===== src/rtl/spi_fmt_pkg.sv =====
// Constants, state codes and the configuration carrier of the serial port.
// Assumes a single 50 MHz system clock and a synchronous active-high reset.
`default_nettype none

package spi_fmt_pkg;

   // Character and counter widths
   localparam int CHAR_W = 8;
   localparam int LEN_W = 3;
   localparam int DIV_W = 16;
   localparam int BITCNT_W = 4;
   localparam int EDGECNT_W = 5;

   // Length field value that stands for a full character
   localparam logic [LEN_W-1:0] LEN_FULL_CODE = 3'h0;
   localparam logic [BITCNT_W-1:0] FULL_CHAR_BITS = 4'h8;

   // Reset values
   localparam logic [CHAR_W-1:0] CHAR_RESET = 8'h00;
   localparam logic [DIV_W-1:0] DIV_RESET = 16'h0000;
   localparam logic [BITCNT_W-1:0] BITCNT_RESET = 4'h0;
   localparam logic [EDGECNT_W-1:0] EDGECNT_RESET = 5'h00;

   // Master sequencer states, Gray coded along idle -> shift -> finish
   typedef enum logic [1:0] {
      M_IDLE = 2'h0,
      M_SHIFT = 2'h1,
      M_FINISH = 2'h3
   } mst_state_t;

   // Port configuration, held steady by software while a character runs
   typedef struct packed {
      logic port_enable_bit;
      logic master_mode_enable;
      logic select_pin_direction;
      logic clock_polarity_sel;
      logic clock_phase_sel;
      logic open_drain_en;
      logic [LEN_W-1:0] character_length_field;
   } cfg_t;

endpackage

`default_nettype wire


===== src/rtl/spi_clock_format_multimaster.sv =====
// Serial port core: clock phase/polarity formats, master and slave roles,
// open-drain pins and mode-fault detection on the select input.
// Assumes pins reach it unsynchronised and that the configuration is only
// changed while no character is in flight.
//
// Notes on behaviour
// - Four clock formats picked by a polarity bit and a phase bit.
// - Polarity only inverts the clock; the transfer format stays the same.
// - Phase picks which edge launches data and which edge samples it.
// - Phase 0, polarity 0: launch falling, sample rising, idle low.
// - Phase 0, polarity 1: launch rising, sample falling, idle high.
// - Phase 1, polarity 0: launch rising, sample falling, idle low.
// - Phase 1, polarity 1: launch falling, sample rising, idle high.
// - Both ends of a link must use identical phase and polarity.
// - Master shows each MOSI bit half a clock before the sampling edge.
// - Shared clock and data lines are all driven open-drain.
// - One master at a time; it selects one slave by pulling select low.
// - Master drives clock and MOSI to all; only selected slave drives MISO.
// - Master with select as input flags collision when select goes low.
// - Slave role when enabled, master mode off and select is an input.
// - A character takes as many clocks as the length field says, eight when the field is zero.
`default_nettype none

module spi_clock_format_multimaster (
   // Clock and reset
   input wire logic clk,
   input wire logic srst,
   // Configuration and rate
   input wire spi_fmt_pkg::cfg_t cfg,
   input wire logic [15:0] half_period_div,
   // Transmit side
   input wire logic [7:0] tx_data,
   input wire logic tx_valid,
   output logic tx_ready,
   // Receive side
   output logic [7:0] rx_data,
   output logic rx_valid,
   // Status
   output logic busy,
   output logic collision_flag,
   input wire logic collision_clear,
   // Serial clock pin
   input wire logic sck_in,
   output logic sck_out,
   output logic sck_oe_n,
   // Master-out line
   input wire logic mosi_in,
   output logic mosi_out,
   output logic mosi_oe_n,
   // Master-in line
   input wire logic miso_in,
   output logic miso_out,
   output logic miso_oe_n,
   // Select pin, active low
   input wire logic ss_n_in,
   output logic ss_n_out,
   output logic ss_n_oe_n
);

   // Number of bits in one character
   function automatic logic [3:0] char_bits(input logic [2:0] len);
      char_bits = (len == spi_fmt_pkg::LEN_FULL_CODE) ? spi_fmt_pkg::FULL_CHAR_BITS : {1'b0, len};
   endfunction

   // Left-align a short character so that its top bit goes out first
   function automatic logic [7:0] align_tx(input logic [7:0] d, input logic [2:0] len);
      align_tx = d << (spi_fmt_pkg::FULL_CHAR_BITS - char_bits(len));
   endfunction

   // Keep only the received low bits of a short character
   function automatic logic [7:0] keep_rx(input logic [7:0] d, input logic [2:0] len);
      keep_rx = d & ~(8'hFF << char_bits(len));
   endfunction

   // Active-low enable for a pin; open-drain only ever pulls low
   function automatic logic pin_oe_n(input logic drive, input logic bit_val, input logic od);
      pin_oe_n = ~(drive & (~od | ~bit_val));
   endfunction

   // Value placed on a pin; open-drain places only the low level
   function automatic logic pin_val(input logic bit_val, input logic od);
      pin_val = bit_val & ~od;
   endfunction

   logic sck_s1_ff, sck_s2_ff, sck_prev_ff;
   logic mosi_s1_ff, mosi_s2_ff;
   logic miso_s1_ff, miso_s2_ff;
   logic ss_s1_ff, ss_s2_ff, ss_prev_ff;

   spi_fmt_pkg::mst_state_t state_ff;
   logic [15:0] div_cnt_ff;
   logic tick;
   logic [4:0] edge_cnt_ff;
   logic sck_lvl_ff;

   logic [7:0] shreg_ff;
   logic out_bit_ff;
   logic [3:0] bit_cnt_ff;
   logic hold_full_ff;
   logic [7:0] hold_data_ff;
   logic [7:0] rx_data_ff;
   logic rx_valid_ff;
   logic collision_ff;

   logic master_mode, slave_mode, slave_sel, coll_cond;
   logic m_start, m_run, m_lead;
   logic s_edge, s_lead, s_start;
   logic lead_ev, trail_ev, sample_ev, launch_ev, load_ev, done_ev;
   logic sample_in;
   logic [7:0] shifted, load_data;
   logic [3:0] nbits;

   // Pins come from other devices; two stages before anything reads them
   always_ff @(posedge clk) begin
      if (srst) begin
         sck_s1_ff <= 1'b0;
         sck_s2_ff <= 1'b0;
         sck_prev_ff <= 1'b0;
         mosi_s1_ff <= 1'b0;
         mosi_s2_ff <= 1'b0;
         miso_s1_ff <= 1'b0;
         miso_s2_ff <= 1'b0;
         ss_s1_ff <= 1'b1;
         ss_s2_ff <= 1'b1;
         ss_prev_ff <= 1'b1;
      end else begin
         sck_s1_ff <= sck_in;
         sck_s2_ff <= sck_s1_ff;
         sck_prev_ff <= sck_s2_ff;
         mosi_s1_ff <= mosi_in;
         mosi_s2_ff <= mosi_s1_ff;
         miso_s1_ff <= miso_in;
         miso_s2_ff <= miso_s1_ff;
         ss_s1_ff <= ss_n_in;
         ss_s2_ff <= ss_s1_ff;
         ss_prev_ff <= ss_s2_ff;
      end
   end

   assign slave_mode = cfg.port_enable_bit & ~cfg.master_mode_enable & ~cfg.select_pin_direction;
   assign master_mode = cfg.port_enable_bit & cfg.master_mode_enable;
   // select held low frames the character
   assign slave_sel = slave_mode & ~ss_s2_ff;
   assign coll_cond = master_mode & ~cfg.select_pin_direction & ~ss_s2_ff;

   assign nbits = char_bits(cfg.character_length_field);
   assign load_data = hold_full_ff ? align_tx(hold_data_ff, cfg.character_length_field) : spi_fmt_pkg::CHAR_RESET;

   // Half-period rate enable for the master clock
   assign tick = (div_cnt_ff >= half_period_div);
   always_ff @(posedge clk) begin
      if (srst || state_ff == spi_fmt_pkg::M_IDLE || tick) begin
         div_cnt_ff <= spi_fmt_pkg::DIV_RESET;
      end else begin
         div_cnt_ff <= div_cnt_ff + 16'h0001;
      end
   end

   assign m_start = master_mode & ~coll_cond & hold_full_ff & (state_ff == spi_fmt_pkg::M_IDLE);
   assign m_run = (state_ff == spi_fmt_pkg::M_SHIFT) & tick;
   // leading edge is the one leaving the idle level
   assign m_lead = (sck_lvl_ff == cfg.clock_polarity_sel);

   // two clock edges per bit of the character
   always_ff @(posedge clk) begin
      if (srst) begin
         state_ff <= spi_fmt_pkg::M_IDLE;
         edge_cnt_ff <= spi_fmt_pkg::EDGECNT_RESET;
      end else if (coll_cond || !master_mode) begin
         // A mode fault aborts the character at once; the pins stay enabled
         state_ff <= spi_fmt_pkg::M_IDLE;
         edge_cnt_ff <= spi_fmt_pkg::EDGECNT_RESET;
      end else begin
         case (state_ff)
            spi_fmt_pkg::M_IDLE: begin
               edge_cnt_ff <= spi_fmt_pkg::EDGECNT_RESET;
               if (m_start) begin
                  state_ff <= spi_fmt_pkg::M_SHIFT;
               end
            end
            spi_fmt_pkg::M_SHIFT: begin
               if (tick) begin
                  edge_cnt_ff <= edge_cnt_ff + 5'h01;
                  if (edge_cnt_ff + 5'h01 == {nbits, 1'b0}) begin
                     state_ff <= spi_fmt_pkg::M_FINISH;
                  end
               end
            end
            spi_fmt_pkg::M_FINISH: begin
               // One idle half period keeps characters apart
               if (tick) begin
                  state_ff <= spi_fmt_pkg::M_IDLE;
               end
            end
            default: begin
               state_ff <= spi_fmt_pkg::M_IDLE;
            end
         endcase
      end
   end

   always_ff @(posedge clk) begin
      if (srst) begin
         sck_lvl_ff <= 1'b0;
      end else if (state_ff != spi_fmt_pkg::M_SHIFT) begin
         sck_lvl_ff <= cfg.clock_polarity_sel;
      end else if (tick) begin
         sck_lvl_ff <= ~sck_lvl_ff;
      end
   end

   // Slave sees edges of the synchronised clock only while selected
   assign s_edge = slave_sel & (sck_s2_ff != sck_prev_ff);
   assign s_lead = (sck_s2_ff != cfg.clock_polarity_sel);
   assign s_start = slave_mode & ~ss_s2_ff & ss_prev_ff;

   assign lead_ev = master_mode ? (m_run & m_lead) : (s_edge & s_lead);
   assign trail_ev = master_mode ? (m_run & ~m_lead) : (s_edge & ~s_lead);
   // phase swaps launch and sample edges
   assign sample_ev = cfg.clock_phase_sel ? trail_ev : lead_ev;
   assign launch_ev = cfg.clock_phase_sel ? lead_ev : trail_ev;
   assign sample_in = master_mode ? miso_s2_ff : mosi_s2_ff;
   assign shifted = {shreg_ff[6:0], sample_in};
   assign done_ev = sample_ev & (bit_cnt_ff + 4'h1 == nbits);
   assign load_ev = m_start | s_start | (slave_sel & done_ev);

   // bit launched half period ahead of sampling
   always_ff @(posedge clk) begin
      if (srst) begin
         shreg_ff <= spi_fmt_pkg::CHAR_RESET;
         out_bit_ff <= 1'b0;
      end else if (load_ev) begin
         // Phase 0 needs the first bit on the line before the first edge
         shreg_ff <= load_data;
         out_bit_ff <= load_data[7];
      end else begin
         if (sample_ev) begin
            shreg_ff <= shifted;
         end
         if (launch_ev) begin
            out_bit_ff <= shreg_ff[7];
         end
      end
   end

   always_ff @(posedge clk) begin
      if (srst || load_ev || !(slave_sel || state_ff == spi_fmt_pkg::M_SHIFT)) begin
         bit_cnt_ff <= spi_fmt_pkg::BITCNT_RESET;
      end else if (sample_ev) begin
         bit_cnt_ff <= bit_cnt_ff + 4'h1;
      end
   end

   // Single-entry transmit holding register
   always_ff @(posedge clk) begin
      if (srst) begin
         hold_full_ff <= 1'b0;
         hold_data_ff <= spi_fmt_pkg::CHAR_RESET;
      end else if (tx_valid && !hold_full_ff) begin
         hold_full_ff <= 1'b1;
         hold_data_ff <= tx_data;
      end else if (load_ev) begin
         hold_full_ff <= 1'b0;
      end
   end

   always_ff @(posedge clk) begin
      if (srst) begin
         rx_data_ff <= spi_fmt_pkg::CHAR_RESET;
         rx_valid_ff <= 1'b0;
      end else begin
         rx_valid_ff <= done_ev;
         if (done_ev) begin
            rx_data_ff <= keep_rx(shifted, cfg.character_length_field);
         end
      end
   end

   // sticky mode fault, set wins over clear
   always_ff @(posedge clk) begin
      if (srst) begin
         collision_ff <= 1'b0;
      end else if (coll_cond) begin
         collision_ff <= 1'b1;
      end else if (collision_clear) begin
         collision_ff <= 1'b0;
      end
   end

   assign tx_ready = ~hold_full_ff;
   assign rx_data = rx_data_ff;
   assign rx_valid = rx_valid_ff;
   assign busy = (state_ff != spi_fmt_pkg::M_IDLE) | slave_sel;
   assign collision_flag = collision_ff;

   // master drives clock and MOSI, selected slave drives MISO
   assign sck_out = pin_val(sck_lvl_ff, cfg.open_drain_en);
   assign sck_oe_n = pin_oe_n(master_mode, sck_lvl_ff, cfg.open_drain_en);
   assign mosi_out = pin_val(out_bit_ff, cfg.open_drain_en);
   assign mosi_oe_n = pin_oe_n(master_mode, out_bit_ff, cfg.open_drain_en);
   assign miso_out = pin_val(out_bit_ff, cfg.open_drain_en);
   assign miso_oe_n = pin_oe_n(slave_sel, out_bit_ff, cfg.open_drain_en);
   // master selects its slave by pulling select low
   assign ss_n_out = (state_ff == spi_fmt_pkg::M_IDLE);
   assign ss_n_oe_n = ~(master_mode & cfg.select_pin_direction);

endmodule

`default_nettype wire


===== config.mk =====
export PLATFORM = sky130hd
export DESIGN_NAME = spi_clock_format_multimaster
export DESIGN_NICKNAME = d
export VERILOG_FILES = /design/src/rtl/spi_fmt_pkg.sv /design/src/rtl/spi_clock_format_multimaster.sv
export SDC_FILE = /design/constraint.sdc
export NUM_CORES = 1
export LEC_CHECK = 0
export ABC_AREA = 1
export BUFFER_PORTS_ARGS = -buffer_cell sky130_fd_sc_hd__buf_2
export CORE_UTILIZATION = 25
export CTS_BUF_LIST = sky130_fd_sc_hd__clkbuf_2
export DETAILED_ROUTE_END_ITERATION = 10
export GPL_TIMING_DRIVEN = 0
export PLACE_DENSITY_LB_ADDON = 0.25
export SYNTH_ARGS = -nofsm -noshare
export SYNTH_HDL_FRONTEND = slang
export SYNTH_SLANG_ARGS = --single-unit

===== constraint.sdc =====
create_clock -name clk -period 2.24 [get_ports clk]
set_input_delay 0.112 -clock clk [delete_from_list [all_inputs] [get_ports clk]]
set_output_delay 0.112 -clock clk [all_outputs]
set_load 0.005 [all_outputs]

==> impl_metrics.tcl <==
set metrics [dict create \
    synth_seq_cells 66 \
    rsz0062_at_grt "yes" \
    fin_crit_ns 2.19 \
    grt_pass1_wl_mm 16.4 \
    grt_pass1_vias 3532 \
    ir_drop_mv 0.197 \
    crit_fanout 5 \
    yosysTopAreaCellShare_pct 34.6 \
    finClkSkew_ns 0.0384 \
    core_area_um2 14700 \
    maxSlewHeadroom_pct 46.9 \
    cts_buffers 9 \
    tritoncts "built" \
    synth_warnings 0 \
    grt_max_degree 12 \
    postSynthCellCount 551 \
    status "finished with violations" \
    vias 3739 \
    min_path_type "input port to flip-flop" \
    std_cell_rows 44 \
    yosysMostFrequentCell "nand2_1" \
    setup_viol 0 \
    wl_per_cell_um 11.6 \
    synthTopCellsByCount "nand2_1, inv_1, dfxtp_1" \
    drt-total-wl_mm 9.85 \
    endpoint_kind "flip-flop" \
    start_util_pct 25.9 \
    arrival_ns 2.63 \
    die_width_um 126 \
    drc 4 \
    antenna_found_initial 0 \
    numClockSinks 66 \
    report.final.slew_viol_count 0 \
    clk_path_buf_depth 2 \
    synth_nets 614 \
    power_mw 2.26 \
    yosysTopAreaCell "dfxtp_1" \
    drive_gt1_share_pct 26.2 \
    grt_usage_pct 13.1 \
    die_y_um 126 \
    period_share_pct 97.6 \
    avgSynthCellArea_um2 6.92 \
    numPortBuffers 60 \
    dr.pass1.iters 7 \
    failed_checks "design-rule violations" \
    drt_iter0_drc 135 \
    synth.distinct_cells 41 \
    start_kind "flip-flop" \
    worstSkewPairLatency_ns 0.55 \
    cts_max_level 3 \
    hold_viol 0 \
    dp_hpwl_mm 7.46 \
    boundaryPins 61 \
    p_leak_nw 2.30 \
    pwr_density_cell_nw_per_um2 444 \
    worst_slew_pin_slew_ns 0.794 \
    dieArea_um2 15800 \
    antenna_left 0 \
    cts_root_buffer "clkbuf_2" \
    area_growth_pct 33.3 \
    diodes 0 \
    maxCapViolCount 0 \
    fmax_mhz 457 \
    netlist_area_um2 3810 \
    gp_congestion 0.769 \
    synth-async-reset-ratio_pct 0 \
    gr-total-overflow 0 \
    seq_area_frac_synth_pct 34.6 \
    synth_flop_cell "dfxtp_1" \
    synth_area_leaders "dfxtp_1, nand2_1, inv_1, ha_1, nor2_1" \
    synth-edff-count 0 \
    postLayoutCellArea_um2 5080 \
    crit_required_ns 2.68 \
    place_area_um2 4340 \
    clk_pin_slew_ns 0.21 \
    nets 721 \
    worstSetupPathType "flip-flop to flip-flop" \
    routed_via_density 4.41 \
]
report_power, final:
group / internal (mW) / switching (mW) / total (mW)
Sequential: 1.20 / 0.0148 / 1.21
Combinational: 0.143 / 0.193 / 0.336
Clock: 0.255 / 0.452 / 0.707
Total: 1.60 / 0.660 / 2.26
what timing repair did:
| action | in CTS | in global routing |
|---|---|---|
| gates resized for setup | 11 | 59 |
| endpoints found under the setup margin | 19 | 36 |
| cloned | 0 | 1 |
| hold endpoints to repair | 34 | 0 |
| hold buffers | 26 | 0 |
| pin swaps | 4 | 19 |
| buffers inserted | 4 | 5 |
cell type report:
class,count,area (µm²)
multi-input cells,383,2330
fillers,1580,9620
clock buffers,10,50.0
repair buffers,95,641
well taps,184,230
plain buffers,11,77.6
flip-flops and latches,66,1340
inverters,92,358
clock inverters,6,57.6
registers in the layout (all words and copies together), names as in the netlist, 2 cells and up:
register and count:
div_cnt_ff 16, hold_data_ff 8, rx_data 8, shreg_ff 8, edge_cnt_ff 5, bit_cnt_ff 4, state_ff 2
cells by family after synthesis:
| kind of cell | count (synthesis) | share of synthesized area, % |
|---|---|---|
| buf+inv | 103 | 10.8 |
| fa+ha+maj | 22 | 7.22 |
| mux | 1 | 0.262 |
| simple gates | 256 | 30.6 |
| xor+xnor | 13 | 3.18 |
| flops | 66 | 34.6 |
| compound gates | 90 | 13.3 |
cells in the final DEF (no fill, tap or decap), types with 10 or more instances in the layout:
cell type and instances:
a21oi_1 30, a21oi_2 12, buf_2 61, clkbuf_2 10, dfxtp_1 56, dlygate4sd3_1 26
ha_1 18, inv_1 84, nand2_1 119, nand3_1 17, nor2_1 56, o21ai_0 30
worst max-delay path, stage by stage (launching register included):
cell,delay [ns]
dfxtp_1,0.46
ha_1,0.28
or2_2,0.30
a21oi_1,0.14
nand4_1,0.15
inv_2,0.17
nand3_4,0.13
nand2_4,0.14
nand2_8,0.08
nand2_4,0.08
nand3_2,0.05
nand2_1,0.05
inv_1,0.04
layer usage:
layer / wire length [µm] / vias to the layer above / track usage, %
li1: - / 1974 / -
met4: 140 / 0 / 5.16
met2: 4560 / 59 / 21.8
met3: 325 / 13 / 2.87
met5: 0 / - / 0
met1: 4830 / 1693 / 16.5
stage by stage:
step	cells	util, %	setup WS (ns)	hold WS, ns	TNS [ns]
global placement	795	29.6	-0.00913	0.305	-0.0141
finish	847	34.6	0.0541	0.113	0
floorplan	551	-	0.316	0.196	0
global route	847	34.6	-0.0914	0.114	-0.732
detailed placement	795	29.6	-0.0574	0.311	-0.554
CTS	841	32.5	-0.00583	0.0628	-0.0105
worst paths after layout:
path	from	endpoint	slack (ns)	cells past startpoint
setup / recovery	bit_cnt_ff[0]$_SDFFE_PP0P_	shreg_ff[1]$_SDFFE_PP0P_	0.05	12
hold / removal	cfg[7]	edge_cnt_ff[0]$_SDFFE_PP0P_	0.11	5
setup reg to reg	bit_cnt_ff[0]$_SDFFE_PP0P_	shreg_ff[1]$_SDFFE_PP0P_	0.05	12
hold reg to reg	miso_s1_ff$_SDFF_PP0_	miso_s2_ff$_SDFF_PP0_	0.42	2
Note: power is estimated with default switching activity, not from simulation.
